<file path="config.mk">
export PLATFORM = sky130hd
export DESIGN_NAME = cfgio_port_bank
export DESIGN_NICKNAME = d
export VERILOG_FILES = /design/src/cfgio_pkg.sv /design/src/cfgio_sync.sv /design/src/cfgio_irq_detect.sv /design/src/cfgio_port_bank.sv
export VERILOG_INCLUDE_DIRS = /design/src
export SDC_FILE = /design/constraint.sdc
export NUM_CORES = 1
export LEC_CHECK = 0
export BUFFER_PORTS_ARGS = -buffer_cell sky130_fd_sc_hd__buf_2
export CAP_MARGIN = 5
export CORE_ASPECT_RATIO = 0.75
export CORE_MARGIN = 8
export CORE_UTILIZATION = 56
export CTS_CLUSTER_DIAMETER = 30
export DETAILED_ROUTE_END_ITERATION = 7
export PLACE_DENSITY = 0.79
export SKIP_LAST_GASP = 1
export SYNTH_ARGS = -nofsm -noshare
export SYNTH_HDL_FRONTEND = slang
export SYNTH_HIERARCHICAL = 1
export SYNTH_SLANG_ARGS = --single-unit
</file>
<file path="constraint.sdc">
create_clock -name ref_clk_in -period 2.61 [get_ports ref_clk_in]
set_input_delay 0.1305 -clock ref_clk_in [delete_from_list [all_inputs] [get_ports ref_clk_in]]
set_output_delay 0.1305 -clock ref_clk_in [all_outputs]
set_load 0.005 [all_outputs]
</file>
<file path="src/cfgio_params.svh">
// Constants for the configurable I/O port bank: offsets, resets, masks.
// Assumes inclusion by bare name from each design file that needs them.
`ifndef CFGIO_PARAMS_SVH
`define CFGIO_PARAMS_SVH

`define CFGIO_DATA_A   8'hC0
`define CFGIO_DATA_B   8'hC1
`define CFGIO_DATA_C   8'hC3
`define CFGIO_DIR_A    8'hC4
`define CFGIO_DIR_B    8'hC5
`define CFGIO_DIR_C    8'hC6
`define CFGIO_OPT_A    8'hCC
`define CFGIO_OPT_B    8'hCD
`define CFGIO_OPT_C    8'hCF

`define CFGIO_REG_RST    8'h00
`define CFGIO_LCD_C_RST  8'hFF

`define CFGIO_ANA_A_MASK 8'hE0
`define CFGIO_ANA_B_MASK 8'h0F

`define CFGIO_SCL_BIT  5
`define CFGIO_SIN_BIT  6
`define CFGIO_SOUT_BIT 7

`define CFGIO_NUM_PORTS 3
`define CFGIO_LCD_PORT  2

`endif

</file>
<file path="src/cfgio_pkg.sv">
// Types shared by the configurable I/O port bank.
// Assumes nothing of its surroundings.
package cfgio_pkg;

    typedef struct packed {
        logic [7:0] drv;     // Level driven when enabled
        logic [7:0] oe_n;    // Low while the line is driven
        logic [7:0] pull_up; // Internal pull-up enable
    } cfgio_pad_t;

    typedef enum logic [1:0] {
        CFGIO_TRIG_FALL,
        CFGIO_TRIG_RISE,
        CFGIO_TRIG_LOW
    } cfgio_trig_t;

endpackage : cfgio_pkg

</file>
<file path="src/cfgio_sync.sv">
// Three-stage pin synchroniser with agreement filter.
// Assumes asynchronous pin levels and a single core clock.
`timescale 1ns/100ps
module cfgio_sync (
    input  wire logic        ref_clk_in,  // Core clock
    input  wire logic        reset_n_in,  // Async reset, active low
    input  wire logic [23:0] raw_in,      // Raw pin levels
    output logic      [23:0] level_out    // Accepted levels
);
    logic [23:0] s1_r;
    logic [23:0] s2_r;
    logic [23:0] s3_r;

    // A change counts only once stages two and three agree.
    // Stages start high like pulled-up idle lines, so no false edge
    // reaches the interrupt detectors right after reset.
    always_ff @(posedge ref_clk_in or negedge reset_n_in) begin
        if (!reset_n_in) begin
            s1_r      <= 24'hFFFFFF;
            s2_r      <= 24'hFFFFFF;
            s3_r      <= 24'hFFFFFF;
            level_out <= 24'hFFFFFF;
        end else begin
            s1_r <= raw_in;
            s2_r <= s1_r;
            s3_r <= s2_r;
            for (int i = 0; i < 24; i++) begin
                if (s2_r[i] == s3_r[i]) begin
                    level_out[i] <= s3_r[i];
                end
            end
        end
    end
endmodule : cfgio_sync

</file>
<file path="src/cfgio_irq_detect.sv">
// Per-port interrupt trigger: falling edge, rising edge or low level.
// Assumes synchronised line levels and per-line enables on one clock.
`timescale 1ns/100ps
module cfgio_irq_detect (
    input  wire logic                    ref_clk_in, // Core clock
    input  wire logic                    reset_n_in, // Async reset
    input  wire logic [7:0]              level_in,   // Synced levels
    input  wire logic [7:0]              enable_in,  // Lines in irq mode
    input  wire cfgio_pkg::cfgio_trig_t  trig_in,    // Trigger kind
    output logic                         req_out     // Request
);
    logic [7:0] prev_r;

    always_ff @(posedge ref_clk_in or negedge reset_n_in) begin
        if (!reset_n_in) begin
            prev_r <= 8'hFF;
        end else begin
            prev_r <= level_in;
        end
    end

    // Edges are one-cycle requests; low level holds while low
    always_ff @(posedge ref_clk_in or negedge reset_n_in) begin
        if (!reset_n_in) begin
            req_out <= 1'b0;
        end else begin
            case (trig_in)
                cfgio_pkg::CFGIO_TRIG_FALL:
                    req_out <= |(enable_in & prev_r & ~level_in);
                cfgio_pkg::CFGIO_TRIG_RISE:
                    req_out <= |(enable_in & ~prev_r & level_in);
                cfgio_pkg::CFGIO_TRIG_LOW:
                    req_out <= |(enable_in & ~level_in);
                default:
                    req_out <= 1'b0;
            endcase
        end
    end
endmodule : cfgio_irq_detect

</file>
<file path="src/cfgio_port_bank.sv">
// Three bytewise I/O ports, each line set by data, direction, option.
// Assumes a data-space access port from the core, pad cells outside
// resolving drv/oe_n/pull_up, and LCD, converter and serial blocks.
// Function
// Bit n of each port's three registers configures line n.
// Data read returns sampled level of input lines.
// Output lines drive the written data bit.
// Input lines read the pin, writes still update the latch.
// Latch bit with option bit selects the input sub-mode.
// Direction 0 is input, 1 is output.
// Reset clears port registers: inputs with pull-up, no interrupt. Port C data and option reset to FF instead (LCD).
// Mode 000 is input with pull-up, no interrupt.
// Mode 001 is input without pull-up or interrupt.
// Input without pull-up leaves the pin undriven.
// Mode 010 is pulled-up input routed to interrupt logic.
// Per-port trigger: falling edge, rising edge or low level.
// Mode 011 routes analog-capable lines to the converter mux.
// Analog lines feed the 8-bit converter.
// Software selects at most one analog line at a time.
// Direction 1, option 0 is open-drain output.
// Direction 1, option 1 is push-pull driving the latch.
// Port C mode 011 is LCD segment, its reset state.
// Port C LCD lines are segments 33 to 40 in order.
// Software sets serial in and clock lines as inputs first.
// Serial input lines stay readable through the port.
// Serial out sends serial data only when open-drain.
// Pin inputs pass a synchroniser on the core clock.
`timescale 1ns/100ps
`include "cfgio_params.svh"
module cfgio_port_bank (
    input  wire logic                   ref_clk_in,     // Core clock
    input  wire logic                   reset_n_in,     // Async reset
    input  wire logic [7:0]             addr_in,        // Data address
    input  wire logic                   wr_en_in,       // Write strobe
    input  wire logic [7:0]             wr_data_in,     // Write data
    input  wire logic                   rd_en_in,       // Read strobe
    output logic      [7:0]             rd_data_out,    // Read data
    input  wire logic [2:0][7:0]        pin_in,         // Pin levels
    output cfgio_pkg::cfgio_pad_t [2:0] pad_out,        // Pad controls
    output logic      [2:0][7:0]        analog_sel_out, // Converter mux
    output logic      [7:0]             lcd_mode_out,   // Port C in LCD
    input  wire logic [7:0]             lcd_segment_outputs_in, // S33+
    input  wire cfgio_pkg::cfgio_trig_t [2:0] trig_in,  // Per-port trig
    output logic      [2:0]             irq_req_out,    // Per-port irq
    input  wire logic                   serial_tx_in,   // Serial data
    output logic                        serial_input_line_out, // Sin
    output logic                        serial_clock_line_out  // Clock
);
    logic [2:0][7:0] pin_value_reg;
    logic [2:0][7:0] dir_r;
    logic [2:0][7:0] opt_r;
    logic [2:0][7:0] line_bits;
    logic [2:0][7:0] irq_en;
    cfgio_pkg::cfgio_pad_t [2:0] pad_nxt;
    logic [2:0][7:0] analog_nxt;

    // Reads mix pin levels for inputs and latches for outputs
    function automatic logic [7:0] rd_mix(input logic [7:0] lat,
                                          input logic [7:0] dir,
                                          input logic [7:0] pin);
        return (dir & lat) | (~dir & pin);
    endfunction : rd_mix

    function automatic logic [7:0] ana_mask(input int p);
        if (p == 0) begin
            return `CFGIO_ANA_A_MASK;
        end else if (p == 1) begin
            return `CFGIO_ANA_B_MASK;
        end
        return 8'h00;
    endfunction : ana_mask

    cfgio_sync u_sync (
        .ref_clk_in (ref_clk_in),
        .reset_n_in (reset_n_in),
        .raw_in     (pin_in),
        .level_out  (line_bits)
    );

    // Register writes; port C comes up in LCD mode
    always_ff @(posedge ref_clk_in or negedge reset_n_in) begin
        if (!reset_n_in) begin
            pin_value_reg <= {`CFGIO_LCD_C_RST, `CFGIO_REG_RST,
                              `CFGIO_REG_RST};
            dir_r <= {3{`CFGIO_REG_RST}};
            opt_r <= {`CFGIO_LCD_C_RST, `CFGIO_REG_RST,
                      `CFGIO_REG_RST};
        end else if (wr_en_in) begin
            if (addr_in == `CFGIO_DATA_A) begin
                pin_value_reg[0] <= wr_data_in;
            end else if (addr_in == `CFGIO_DATA_B) begin
                pin_value_reg[1] <= wr_data_in;
            end else if (addr_in == `CFGIO_DATA_C) begin
                pin_value_reg[2] <= wr_data_in;
            end else if (addr_in == `CFGIO_DIR_A) begin
                dir_r[0] <= wr_data_in;
            end else if (addr_in == `CFGIO_DIR_B) begin
                dir_r[1] <= wr_data_in;
            end else if (addr_in == `CFGIO_DIR_C) begin
                dir_r[2] <= wr_data_in;
            end else if (addr_in == `CFGIO_OPT_A) begin
                opt_r[0] <= wr_data_in;
            end else if (addr_in == `CFGIO_OPT_B) begin
                opt_r[1] <= wr_data_in;
            end else if (addr_in == `CFGIO_OPT_C) begin
                opt_r[2] <= wr_data_in;
            end
        end
    end

    // Registered read; unmapped addresses answer zero
    always_ff @(posedge ref_clk_in or negedge reset_n_in) begin
        if (!reset_n_in) begin
            rd_data_out <= 8'h00;
        end else if (rd_en_in) begin
            if (addr_in == `CFGIO_DATA_A) begin
                rd_data_out <= rd_mix(pin_value_reg[0], dir_r[0],
                                      line_bits[0]);
            end else if (addr_in == `CFGIO_DATA_B) begin
                rd_data_out <= rd_mix(pin_value_reg[1], dir_r[1],
                                      line_bits[1]);
            end else if (addr_in == `CFGIO_DATA_C) begin
                rd_data_out <= rd_mix(pin_value_reg[2], dir_r[2],
                                      line_bits[2]);
            end else if (addr_in == `CFGIO_DIR_A) begin
                rd_data_out <= dir_r[0];
            end else if (addr_in == `CFGIO_DIR_B) begin
                rd_data_out <= dir_r[1];
            end else if (addr_in == `CFGIO_DIR_C) begin
                rd_data_out <= dir_r[2];
            end else if (addr_in == `CFGIO_OPT_A) begin
                rd_data_out <= opt_r[0];
            end else if (addr_in == `CFGIO_OPT_B) begin
                rd_data_out <= opt_r[1];
            end else if (addr_in == `CFGIO_OPT_C) begin
                rd_data_out <= opt_r[2];
            end else begin
                rd_data_out <= 8'h00;
            end
        end
    end

    // Per-line mode decode from direction, option and latch
    always_comb begin
        for (int p = 0; p < `CFGIO_NUM_PORTS; p++) begin
            for (int b = 0; b < 8; b++) begin
                logic d;
                logic o;
                logic l;
                logic od_val;
                logic [7:0] am;
                d = dir_r[p][b];
                o = opt_r[p][b];
                l = pin_value_reg[p][b];
                od_val = l;
                am = ana_mask(p);
                if (p == 1 && b == `CFGIO_SOUT_BIT) begin
                    od_val = l & serial_tx_in;
                end
                pad_nxt[p].drv[b]     = 1'b0;
                pad_nxt[p].oe_n[b]    = 1'b1;
                pad_nxt[p].pull_up[b] = 1'b0;
                analog_nxt[p][b]      = 1'b0;
                irq_en[p][b]          = 1'b0;
                if (d) begin
                    if (o) begin
                        pad_nxt[p].drv[b]  = l;
                        pad_nxt[p].oe_n[b] = 1'b0;
                    end else begin
                        pad_nxt[p].oe_n[b] = od_val;
                    end
                end else if (!l) begin
                    pad_nxt[p].pull_up[b] = 1'b1;
                    irq_en[p][b] = o;
                end else if (o) begin
                    if (p == `CFGIO_LCD_PORT) begin
                        pad_nxt[p].drv[b] =
                            lcd_segment_outputs_in[b];
                        pad_nxt[p].oe_n[b] = 1'b0;
                    end else begin
                        analog_nxt[p][b] = am[b];
                    end
                end
            end
        end
    end

    // Pad controls come from flip-flops; reset leaves all lines released
    always_ff @(posedge ref_clk_in or negedge reset_n_in) begin
        if (!reset_n_in) begin
            pad_out        <= {3{24'h00FF00}};
            analog_sel_out <= {3{8'h00}};
            lcd_mode_out   <= 8'h00;
        end else begin
            pad_out        <= pad_nxt;
            analog_sel_out <= analog_nxt;
            lcd_mode_out   <= ~dir_r[2] & opt_r[2] & pin_value_reg[2];
        end
    end

    // Serial block sees the same filtered levels as the port reads
    always_ff @(posedge ref_clk_in or negedge reset_n_in) begin
        if (!reset_n_in) begin
            serial_input_line_out <= 1'b0;
            serial_clock_line_out <= 1'b0;
        end else begin
            serial_input_line_out <= line_bits[1][`CFGIO_SIN_BIT];
            serial_clock_line_out <= line_bits[1][`CFGIO_SCL_BIT];
        end
    end

    for (genvar g = 0; g < `CFGIO_NUM_PORTS; g++) begin : g_irq
        cfgio_irq_detect u_irq (
            .ref_clk_in (ref_clk_in),
            .reset_n_in (reset_n_in),
            .level_in   (line_bits[g]),
            .enable_in  (irq_en[g]),
            .trig_in    (trig_in[g]),
            .req_out    (irq_req_out[g])
        );
    end
endmodule : cfgio_port_bank

</file>
* After elaboration in Yosys (flattened, before gate mapping)
Cells that the tools add are included.
Word-level totals: register bits after elaboration 292, output and inout port bits 117
Operators by class: equal/unequal tests 39, multiplexer cells 257, bitwise gates (word level) 44, reductions and logical operators 21
Operators with widths (number):
- $mux 1 | 245
- $and 8x8->8 | 23
- $eq 8x8->1 const B | 9
- $mux 8 | 9
- $not 8->8 | 9
- $reduce_or 8->1 | 9
- $eq 1x1->1 | 24
- $or 8x8->8 | 3
- $reduce_and 10->1 | 1
- $pmux 1 s3 | 3
- $reduce_and 9->1 | 1
- $not 1->1 | 8
- $reduce_and 8->1 | 1
- $reduce_and 7->1 | 1
- $eq 2x1->1 const B | 3
- $eq 2x2->1 const B | 3
- $logic_not 2->1 | 3
- $reduce_and 6->1 | 1
- $reduce_and 5->1 | 1
- $reduce_and 4->1 | 1
- $reduce_and 3->1 | 1
- $reduce_and 2->1 | 1
- $and 1x1->1 | 1

* Logic depth before layout (Yosys ltp)
Gate-level depths: netlist of run 1.
depth in word-level cells 10, mapped depth 8, mapped depth without buffers 7

* By module
Netlist of run 1, hierarchy kept.
Modules (own cells, without submodules):
- cfgio_port_bank | times used 1, cells an instance 579, area an instance 7268.2 um^2, seq. area each 4279.1 um^2
- cfgio_sync | times used 1, cells an instance 120, area an instance 2792.7 um^2, seq. area each 2522.4 um^2
- cfgio_irq_detect | times used 3, cells an instance 41, area an instance 441.7 um^2, seq. area each 235.2 um^2

* Worst setup path after synthesis of run 1
OpenSTA, ideal clock, no wires.
kind reg-to-reg, from register pin_value_reg[17] (netlist name), to register g_irq[2].u_irq.req_out, setup time 0.135 ns, arrival 1.692 ns, required time 2.475 ns, path slack 0.783 ns, cell stages (with the launch flop) 8, cell sequence dfstp_2 -> nor2_1 -> and2_1 -> nor2b_4 -> a222oi_1 -> nand3_1 -> a2111oi_2 -> a211oi_1
RTL lines:
- start: declaration | RTL line cfgio_port_bank.sv:49 | logic [2:0][7:0] pin_value_reg;
- start signal: assignment | RTL line cfgio_port_bank.sv:83 | pin_value_reg <= {`CFGIO_LCD_C_RST, `CFGIO_REG_RST,
- end signal: assignment | RTL line cfgio_irq_detect.sv:29 | req_out <= |(enable_in & prev_r & ~level_in);
- end signal: assignment | RTL line cfgio_irq_detect.sv:31 | req_out <= |(enable_in & ~prev_r & level_in);
- end signal: assignment | RTL line cfgio_irq_detect.sv:33 | req_out <= |(enable_in & ~level_in);
- end: declaration | RTL line cfgio_irq_detect.sv:10 | output logic req_out

==> impl_summary.md, run 1 <==
Yosys
The number of enable-type register cells in the synthesized netlist is 0. The largest family of logic cells by synthesized area is simple AND/OR/NAND/NOR gates. Measured against the total synthesized area, the mux share comes to 0.106. Each instance of the synthesized netlist takes up on average 13.9 um^2. Of the total synthesized cell area, the portion taken by full adders, half adders and majority gates is 0.0237. The post-synthesis instance area is 0.0114 mm^2. The number of warnings printed during yosys synthesis is 6. The most common flop cell mapped by yosys is sky130_fd_sc_hd__dfstp_2. The compound-cell area share of the yosys netlist came to 0.0699. The share of the synthesized netlist area taken by xor and xnor gates is 0.

The sequential area share after synthesis is 0.659. Counting distinct cell types in the post-synthesis netlist gives 56. The area fraction in and, or, nand and nor cells after synthesis is 0.112. Synthesis inferred 292 register bits. The post-synthesis instance total is 822. For this run, asynchronously set or reset flops after synthesis account for 1.00.

Drt
The DRC violation count after routing is 0. The average via count per standard cell is 5.59. The count of antenna-violating nets left after detailed routing is 0.

The DRC violation total after the first TritonRoute iteration is 644. The number of vias after detailed routing is 7497. The first TritonRoute pass finished after 5 iterations. The total detailed-routing wirelength is 27.2 mm.

After detailed routing, the average wire length per cell comes to 20.3 um.

STA
The highest attainable clock frequency is 0.399 GHz. Setup repair after global routing left no endpoint under its margin. The hold violation count in the final report is 0. The time the final worst path needs with I/O delays and setup is 2.50 ns. The slew at the pin with the worst max-slew slack is 0.768 ns.

The relative slew slack is 0.488. Setup violations remaining at the end of the flow were counted as 0. In the final timing run, aggregate negative setup slack is 0 ns. The clock arrives with 0.0165 ns of skew. The number of pins exceeding their max-slew limit in the final report came to 0. The post-route clock period utilization is 0.959.

Status
The run finished with clean final reports.

Finish
The fraction of final layout cells sized beyond drive strength 1 is 0.491. More flip-flops sit in one register than any other, and that register is pad_out. After routing the design area is 0.0142 mm^2. Compared with the post-synthesis result, the final layout area differs by 24.5%. In the final design database the tool counted 1110 nets.

The filler-free cell count of the finished design is 1340. Once layout is complete, the utilization of the core stands at 0.706. The register with the most flip-flops in the layout has 72 of them.

CTS
CTS built an H-tree with a depth of 2. The number of buffers on the longest clock path is 3. The total CTS buffers is 40. The clock edge transition at the registers on the reported setup and hold paths is 0.06 ns. The TritonCTS sink count is 292. The library cell used as clock root buffer is sky130_fd_sc_hd__clkbuf_16. TritonCTS built the clock tree. The later pin in the worst-skew pair is clocked with a latency of 0.51 ns.

Floorplanning
The effective utilization at floorplan is 0.566. The number of ports placed on the die boundary is 176. The y dimension of the die is 139 um. The core region area is 0.0201 mm^2. The die span in x is 181 um.

The die covers 0.0252 mm^2. The site row count is 45.

Worst hold path
Counting instances, the worst hold path has a depth of 2. The path with the worst hold slack has its endpoint at pin_value_reg[4]. The launch instance of the worst min-delay path is wr_data_in[4].

In this run the worst hold path is classified as in2reg.

Power and ir drop
Power comes to 11100 uW. The power density over cell area is 784 mW/mm^2. The static leakage is 0.00632 uW. IR analysis of the VDD net gives a maximum drop of 0.000570 V.

Placement
The half-perimeter wire length after placement is 18.5 mm. Routability-driven placement finished with a final weighted congestion of 0.976. The placed cell area is 0.0124 mm^2. Including well taps, the total number of placed cells is 1226. Input and output buffers added on the ports amount to 158.

Worst setup path
The endpoint of the most critical register-to-register path is g_irq[2].u_irq/req_out. STA puts the critical path data required time at 3.00 ns. The reg-to-reg setup timing slack is 0.11 ns.

The critical path's largest stage delay is 0.56 ns. The critical path startpoint category is a register. The maximum fanout along the worst path is 5. Walking the worst path, the cells encountered are nor2_1 -> and2_1 -> nor2b_4 -> a222oi_1 -> nand3_1 -> a2111oi_2 -> a211oi_1 -> dlygate4sd3_1. The category of the critical setup timing path is reg2reg. The slowest stage cell on the critical path is sky130_fd_sc_hd__dfstp_2. The worst setup path is captured at a register. The arrival time of data at the critical path endpoint is 2.90 ns. The startpoint identified for the worst register-to-register timing path is pin_value_reg[17]. The cell depth of the worst flop-to-flop path is 8.

GRT
The via count of the first global-routing pass is 7828. The total overflow reported by the global router is 0. For this run, the total global-route usage over all layers was measured as 0.214. The global-route wire length before repair is 43.0 mm. The number of antenna violations at the first check in global routing is 2. Entering global routing, the biggest net connects 95 pins.

Flow run
The tool flagged a number of max-cap violations equal to 0.
[per-stage QoR]
| step | hold slack (ns) | worst slack (ns) |
|---|---|---|
| floorplan | -0.165 | 0.783 |
| global placement | 0.202 | 0.657 |
| detailed placement | 0.201 | 0.610 |
| CTS | 0.0206 | 0.109 |
| global route | 0.0245 | 0.0000933 |
| finish | 0.0358 | 0.106 |
[critical path, delay by kind of cell, from the launching register on]
kind / cells / cell delay, ns
buf+inv: 1 / 0.56
flops: 1 / 0.56
simple gates: 4 / 0.49
compound gates: 3 / 0.77
[final cells by class]
| type | count | area, um^2 |
|---|---|---|
| flip-flops and latches | 292 | 7510 |
| fillers | 1312 | 5920 |
| clock buffers | 49 | 1110 |
| inverters | 22 | 82.6 |
| diodes | 1 | 2.50 |
| clock inverters | 23 | 224 |
| repair buffers | 208 | 1310 |
| well taps | 258 | 323 |
| multi-input cells | 487 | 3620 |
[logic make-up after synthesis]
logic type,count (synthesis)
AO/OA/AOI/OAI,112
flip-flops,292
other,1
buffers and inverters,59
adder cells (fa/ha/maj),24
multiplexers,109
AND/OR/NAND/NOR,225
[placed cells by master (no fill, tap or decap), types with 5 or more instances in the layout]
| cell type | n |
|---|---|
| sky130_fd_sc_hd__and3_1 | 17 |
| sky130_fd_sc_hd__buf_4 | 7 |
| sky130_fd_sc_hd__nand4_4 | 6 |
| sky130_fd_sc_hd__clkbuf_8 | 5 |
| sky130_fd_sc_hd__clkinv_4 | 9 |
| sky130_fd_sc_hd__a211oi_1 | 8 |
| sky130_fd_sc_hd__nand2b_1 | 5 |
| sky130_fd_sc_hd__inv_1 | 22 |
| sky130_fd_sc_hd__clkbuf_16 | 41 |
| sky130_fd_sc_hd__maj3_2 | 24 |
| sky130_fd_sc_hd__dfrtp_1 | 130 |
| sky130_fd_sc_hd__conb_1 | 17 |
| sky130_fd_sc_hd__clkinv_2 | 6 |
| sky130_fd_sc_hd__nor2_1 | 72 |
| sky130_fd_sc_hd__dlygate4sd3_1 | 40 |
| sky130_fd_sc_hd__dfstp_2 | 160 |
| sky130_fd_sc_hd__o22ai_1 | 12 |
| sky130_fd_sc_hd__a221oi_1 | 7 |
| sky130_fd_sc_hd__a21oi_1 | 16 |
| sky130_fd_sc_hd__nor2b_1 | 22 |
| sky130_fd_sc_hd__o21ai_0 | 31 |
| sky130_fd_sc_hd__mux2_2 | 85 |
| sky130_fd_sc_hd__mux2i_1 | 18 |
| sky130_fd_sc_hd__buf_2 | 157 |
| sky130_fd_sc_hd__nor3b_1 | 6 |
| sky130_fd_sc_hd__nand2_1 | 43 |
| sky130_fd_sc_hd__and2_1 | 26 |
[timing repair]
item,4_1_cts,5_1_grt
setup endpoints to repair,0,2
gates resized for setup,0,2
hold endpoints to repair,69,0
hold buffers,40,0
setup buffers,0,1
[layer usage]
layer  wire [um]  share of wire  track usage
met1       11800           0.44        0.288
met2       12500           0.46        0.328
met3        2330          0.086       0.0658
met4         546          0.020       0.0699
met5          13        0.00048            0
[worst max path at each step]
stage                            startpoint                     end  slack (ns)
after floorplan           pin_value_reg[17]  g_irq[2].u_irq/req_out        0.78
after global placement           addr_in[4]               dir_r[14]        0.66
after detailed placement         addr_in[4]               dir_r[12]        0.61
after CTS                          dir_r[9]  g_irq[1].u_irq/req_out        0.11
after global routing      pin_value_reg[20]  g_irq[2].u_irq/req_out     0.00009
final                     pin_value_reg[17]  g_irq[2].u_irq/req_out        0.11
[cells in the mapped netlist, types with 17 or more instances]
| cell type | count | share of area |
|---|---|---|
| sky130_fd_sc_hd__maj3_2 | 24 | 0.024 |
| sky130_fd_sc_hd__mux2_2 | 85 | 0.084 |
| sky130_fd_sc_hd__dfrtp_1 | 132 | 0.29 |
| sky130_fd_sc_hd__mux2i_1 | 18 | 0.016 |
| sky130_fd_sc_hd__and3_1 | 17 | 0.0093 |
| sky130_fd_sc_hd__buf_4 | 19 | 0.013 |
| sky130_fd_sc_hd__nor2b_1 | 22 | 0.012 |
| sky130_fd_sc_hd__inv_1 | 22 | 0.0073 |
| sky130_fd_sc_hd__nor2_1 | 72 | 0.024 |
| sky130_fd_sc_hd__nand2_1 | 43 | 0.014 |
| sky130_fd_sc_hd__and2_1 | 26 | 0.014 |
| sky130_fd_sc_hd__dfstp_2 | 160 | 0.37 |
| sky130_fd_sc_hd__o21ai_0 | 31 | 0.014 |
[where the power goes]
part	internal [uW]	switching, uW	total, uW
combinational	335	382	717
sequential	4910	236	5150
clock	3260	2000	5250
Note: power is estimated with default switching activity, not from simulation.
==> inputs of run 2 (changes only) <==
--- a/config.mk
+++ b/config.mk
@@ -13,6 +13,7 @@
 export CORE_UTILIZATION = 56
 export CTS_CLUSTER_DIAMETER = 30
 export DETAILED_ROUTE_END_ITERATION = 7
+export HOLD_SLACK_MARGIN = 0.08
 export PLACE_DENSITY = 0.79
 export SKIP_LAST_GASP = 1
 export SYNTH_ARGS = -nofsm -noshare
==> run 2 against run 1 <==
Clock power about the same. Setup slack got worse by 0.011 ns. Sequential share of layout area is 0.33 points lower.
==> impl_summary.md, run 2 (synthesis gave the netlist of run 1 again) <==
Worst setup path
The reg-to-reg setup timing slack was 0.1 ns (about the same). The cell depth of the worst flop-to-flop path was 8 (unchanged). The maximum fanout along the worst path is 5 (unchanged). The category of the critical setup timing path is reg2reg. The data required time of the worst path came to 3.00 ns (about the same). The arrival time of data at the critical path endpoint came to 2.91 ns (about the same).

The critical path startpoint category is a register. STA classifies the critical path endpoint as a register.

Drt
The average via count per standard cell was 5.58 (-0.25%). The first-pass detailed-route iteration total was 5 (unchanged). The number of vias after detailed routing was 7523 (+0.35%).

The count of antenna-violating nets left after detailed routing came to 0 (unchanged). The DRC violation total after the first TritonRoute iteration is 690 (+7.1%). The DRC violation count after routing was 0 (unchanged).

The total detailed-routing wirelength was 27.3 mm (+0.29%). The average wire per standard cell is 20.2 um (-0.31%).

Finish
The fill cell total of the finished layout was 1304 (-0.61%). The number of flip-flops under the largest register name was 72 (unchanged). More flip-flops sit in one register than any other, and that register is pad_out. The area growth from synthesis to final layout is 25.3%.

The most common library cell in the layout ignoring fill and taps is sky130_fd_sc_hd__dfstp_2. The number of diodes added for antenna fixing was 0 (-1). The number of nets in the layout is 1119 (+0.81%).

The fraction of final layout cells sized beyond drive strength 1 is 0.487 (-0.00406). The share of the core filled with cells in the final layout is 0.710 (+0.00436). Leaving out fill and tap cells, the most frequent cells in the layout are 160 x sky130_fd_sc_hd__dfstp_2, 157 x sky130_fd_sc_hd__buf_2, 130 x sky130_fd_sc_hd__dfrtp_1.

Floorplanning
The site row count is 45 (unchanged). The y dimension of the die came to 139 um (unchanged). The core region area is 0.0201 mm^2 (unchanged). The number of ports placed on the die boundary was 176 (unchanged). The die span in x was 181 um (unchanged). The effective utilization at floorplan is 0.566 (unchanged).

The die area is 0.0252 mm^2 (unchanged).

Flow run
The number of max-cap violations was 0 (unchanged).

GRT
The total overflow reported by the global router is 0 (unchanged). The maximum number of pins on one net before global-route repair came to 95 (unchanged). The number of antenna violations at the first check in global routing is 0 (-2). The global-route total usage across every layer is 0.215 (+0.000626). The via count of the first global-routing pass came to 7868 (+0.51%).

The global-route wire length before repair is 43.2 mm (+0.40%).

Placement
The routability-driven placement congestion ratio is 0.976 (unchanged). The count of port buffers added during placement came to 158 (unchanged). The half-perimeter wire length after placement is 18.5 mm (unchanged).

STA
The final setup violation count is 0 (unchanged). The sum of negative setup slack was 0 ns (unchanged). The worst-case clock skew is 0.0172 ns (+0.000683 ns). The time the final worst path needs with I/O delays and setup is 2.51 ns (+0.0105 ns). The post-route clock period utilization is 0.963 (+0.00403). The relative slew slack was 0.483 (-0.00435). Setup repair after global routing left no endpoint under its margin. The slew at the pin with the worst max-slew slack is 0.774 ns (+0.00652 ns). The number of pins exceeding their max-slew limit in the final report is 0 (unchanged). The hold violation count in the final report was 0 (unchanged). The highest attainable clock frequency is 0.398 GHz (-0.42%).

Power and ir drop
The worst voltage drop across the vdd grid came to 0.000570 V (about the same). The power density over cell area is 780 mW/mm^2 (-0.54%). The static leakage is 0.00636 uW (+0.59%).

CTS
The clock network latency to the later pin of the worst-skew pair is 0.51 ns (about the same). The number of buffers on the longest clock path is 3 (unchanged). The clock edge transition at the registers on the reported setup and hold paths is 0.06 ns (about the same). The library cell used as clock root buffer is sky130_fd_sc_hd__clkbuf_16. The TritonCTS sink count is 292 (unchanged). The total CTS buffers is 40 (unchanged). TritonCTS built the clock tree. The level count of the clock H-tree is 2 (unchanged).

Worst hold path
The depth of the worst hold-timing path is 4 (+2). The worst hold path belongs to the class in2reg.

Status
The flow ran to the end, and the final reports show no timing, DRC or antenna violations.
[run 2: cell types whose count changed in the layout (fill, tap and decap cells not counted)]
cell and change:
sky130_fd_sc_hd__diode_2 -1, sky130_fd_sc_hd__dlygate4sd3_1 +9
[run 2: per-stage QoR]
| stage | worst slack, ns | hold slack, ns | cell area (um^2) | total power, uW | cells |
|---|---|---|---|---|---|
| detailed placement | 0.610 | 0.201 | 12400 | 5860 | 1226 |
| global placement | 0.657 | 0.202 | 12400 | 5840 | 1226 |
| floorplan | 0.783 | -0.165 | 11400 | 5490 | 838 |
| global route | 0.0000933 | 0.179 | 14300 | 11500 | 1348 |
| finish | 0.0959 | 0.170 | 14300 | 11100 | 1348 |
| CTS | 0.109 | 0.139 | 14300 | 11200 | 1347 |
[run 2: repair_timing]
action                                  in CTS  in global routing
hold buffers                                49                  0
endpoints found under the setup margin       0                  2
resized for setup                            0                  2
buffers inserted                             0                  1
endpoints found under the hold margin      183                  0
[run 2: critical path, cell delays in order (launching register included)]
cell and delay, ns:
sky130_fd_sc_hd__dfstp_2 0.56, sky130_fd_sc_hd__nor2_1 0.06, sky130_fd_sc_hd__and2_1 0.18, sky130_fd_sc_hd__nor2b_4 0.13, sky130_fd_sc_hd__a222oi_1 0.34, sky130_fd_sc_hd__nand3_1 0.13, sky130_fd_sc_hd__a2111oi_2 0.34, sky130_fd_sc_hd__a211oi_1 0.09
sky130_fd_sc_hd__dlygate4sd3_1 0.56
[run 2: where the power goes]
| part | switching, uW | leakage (uW) | internal (uW) |
|---|---|---|---|
| registers | 237 | 0.00339 | 4910 |
| clock network | 1990 | 0.000655 | 3260 |
| logic | 385 | 0.00232 | 344 |
[run 2: area by class of cell]
class | instances | area [um^2] | share of cell area
repair buffers | 217 | 1400 | 0.0984
well taps | 258 | 323 | 0.0226
flip-flops and latches | 292 | 7510 | 0.526
clock buffers | 49 | 1110 | 0.0775
clock inverters | 23 | 224 | 0.0157
multi-input cells | 487 | 3620 | 0.254
inverters | 22 | 82.6 | 0.00579
[run 2: path summary, 6_finish.rpt]
path / from / endpoint
worst max register to register: pin_value_reg[17] / g_irq[2].u_irq/req_out
worst min-delay path: addr_in[2] / rd_data_out[6]
worst min register to register: u_sync/s1_r[2] / u_sync/s2_r[2]
max in group asynchronous: reset_n_in / u_sync/s2_r[15]
min in group asynchronous: reset_n_in / g_irq[2].u_irq/req_out
worst max-delay path: pin_value_reg[17] / g_irq[2].u_irq/req_out
[run 2: per-layer routing]
layer / routed length, um / vias up / share of wire / global-route usage
met2: 12400 / 330 / 0.46 / 0.330
met5: 0 / - / 0 / 0
met4: 606 / 0 / 0.022 / 0.0686
li1: - / 3357 / - / -
met3: 2200 / 55 / 0.081 / 0.0650
met1: 12000 / 3781 / 0.44 / 0.289
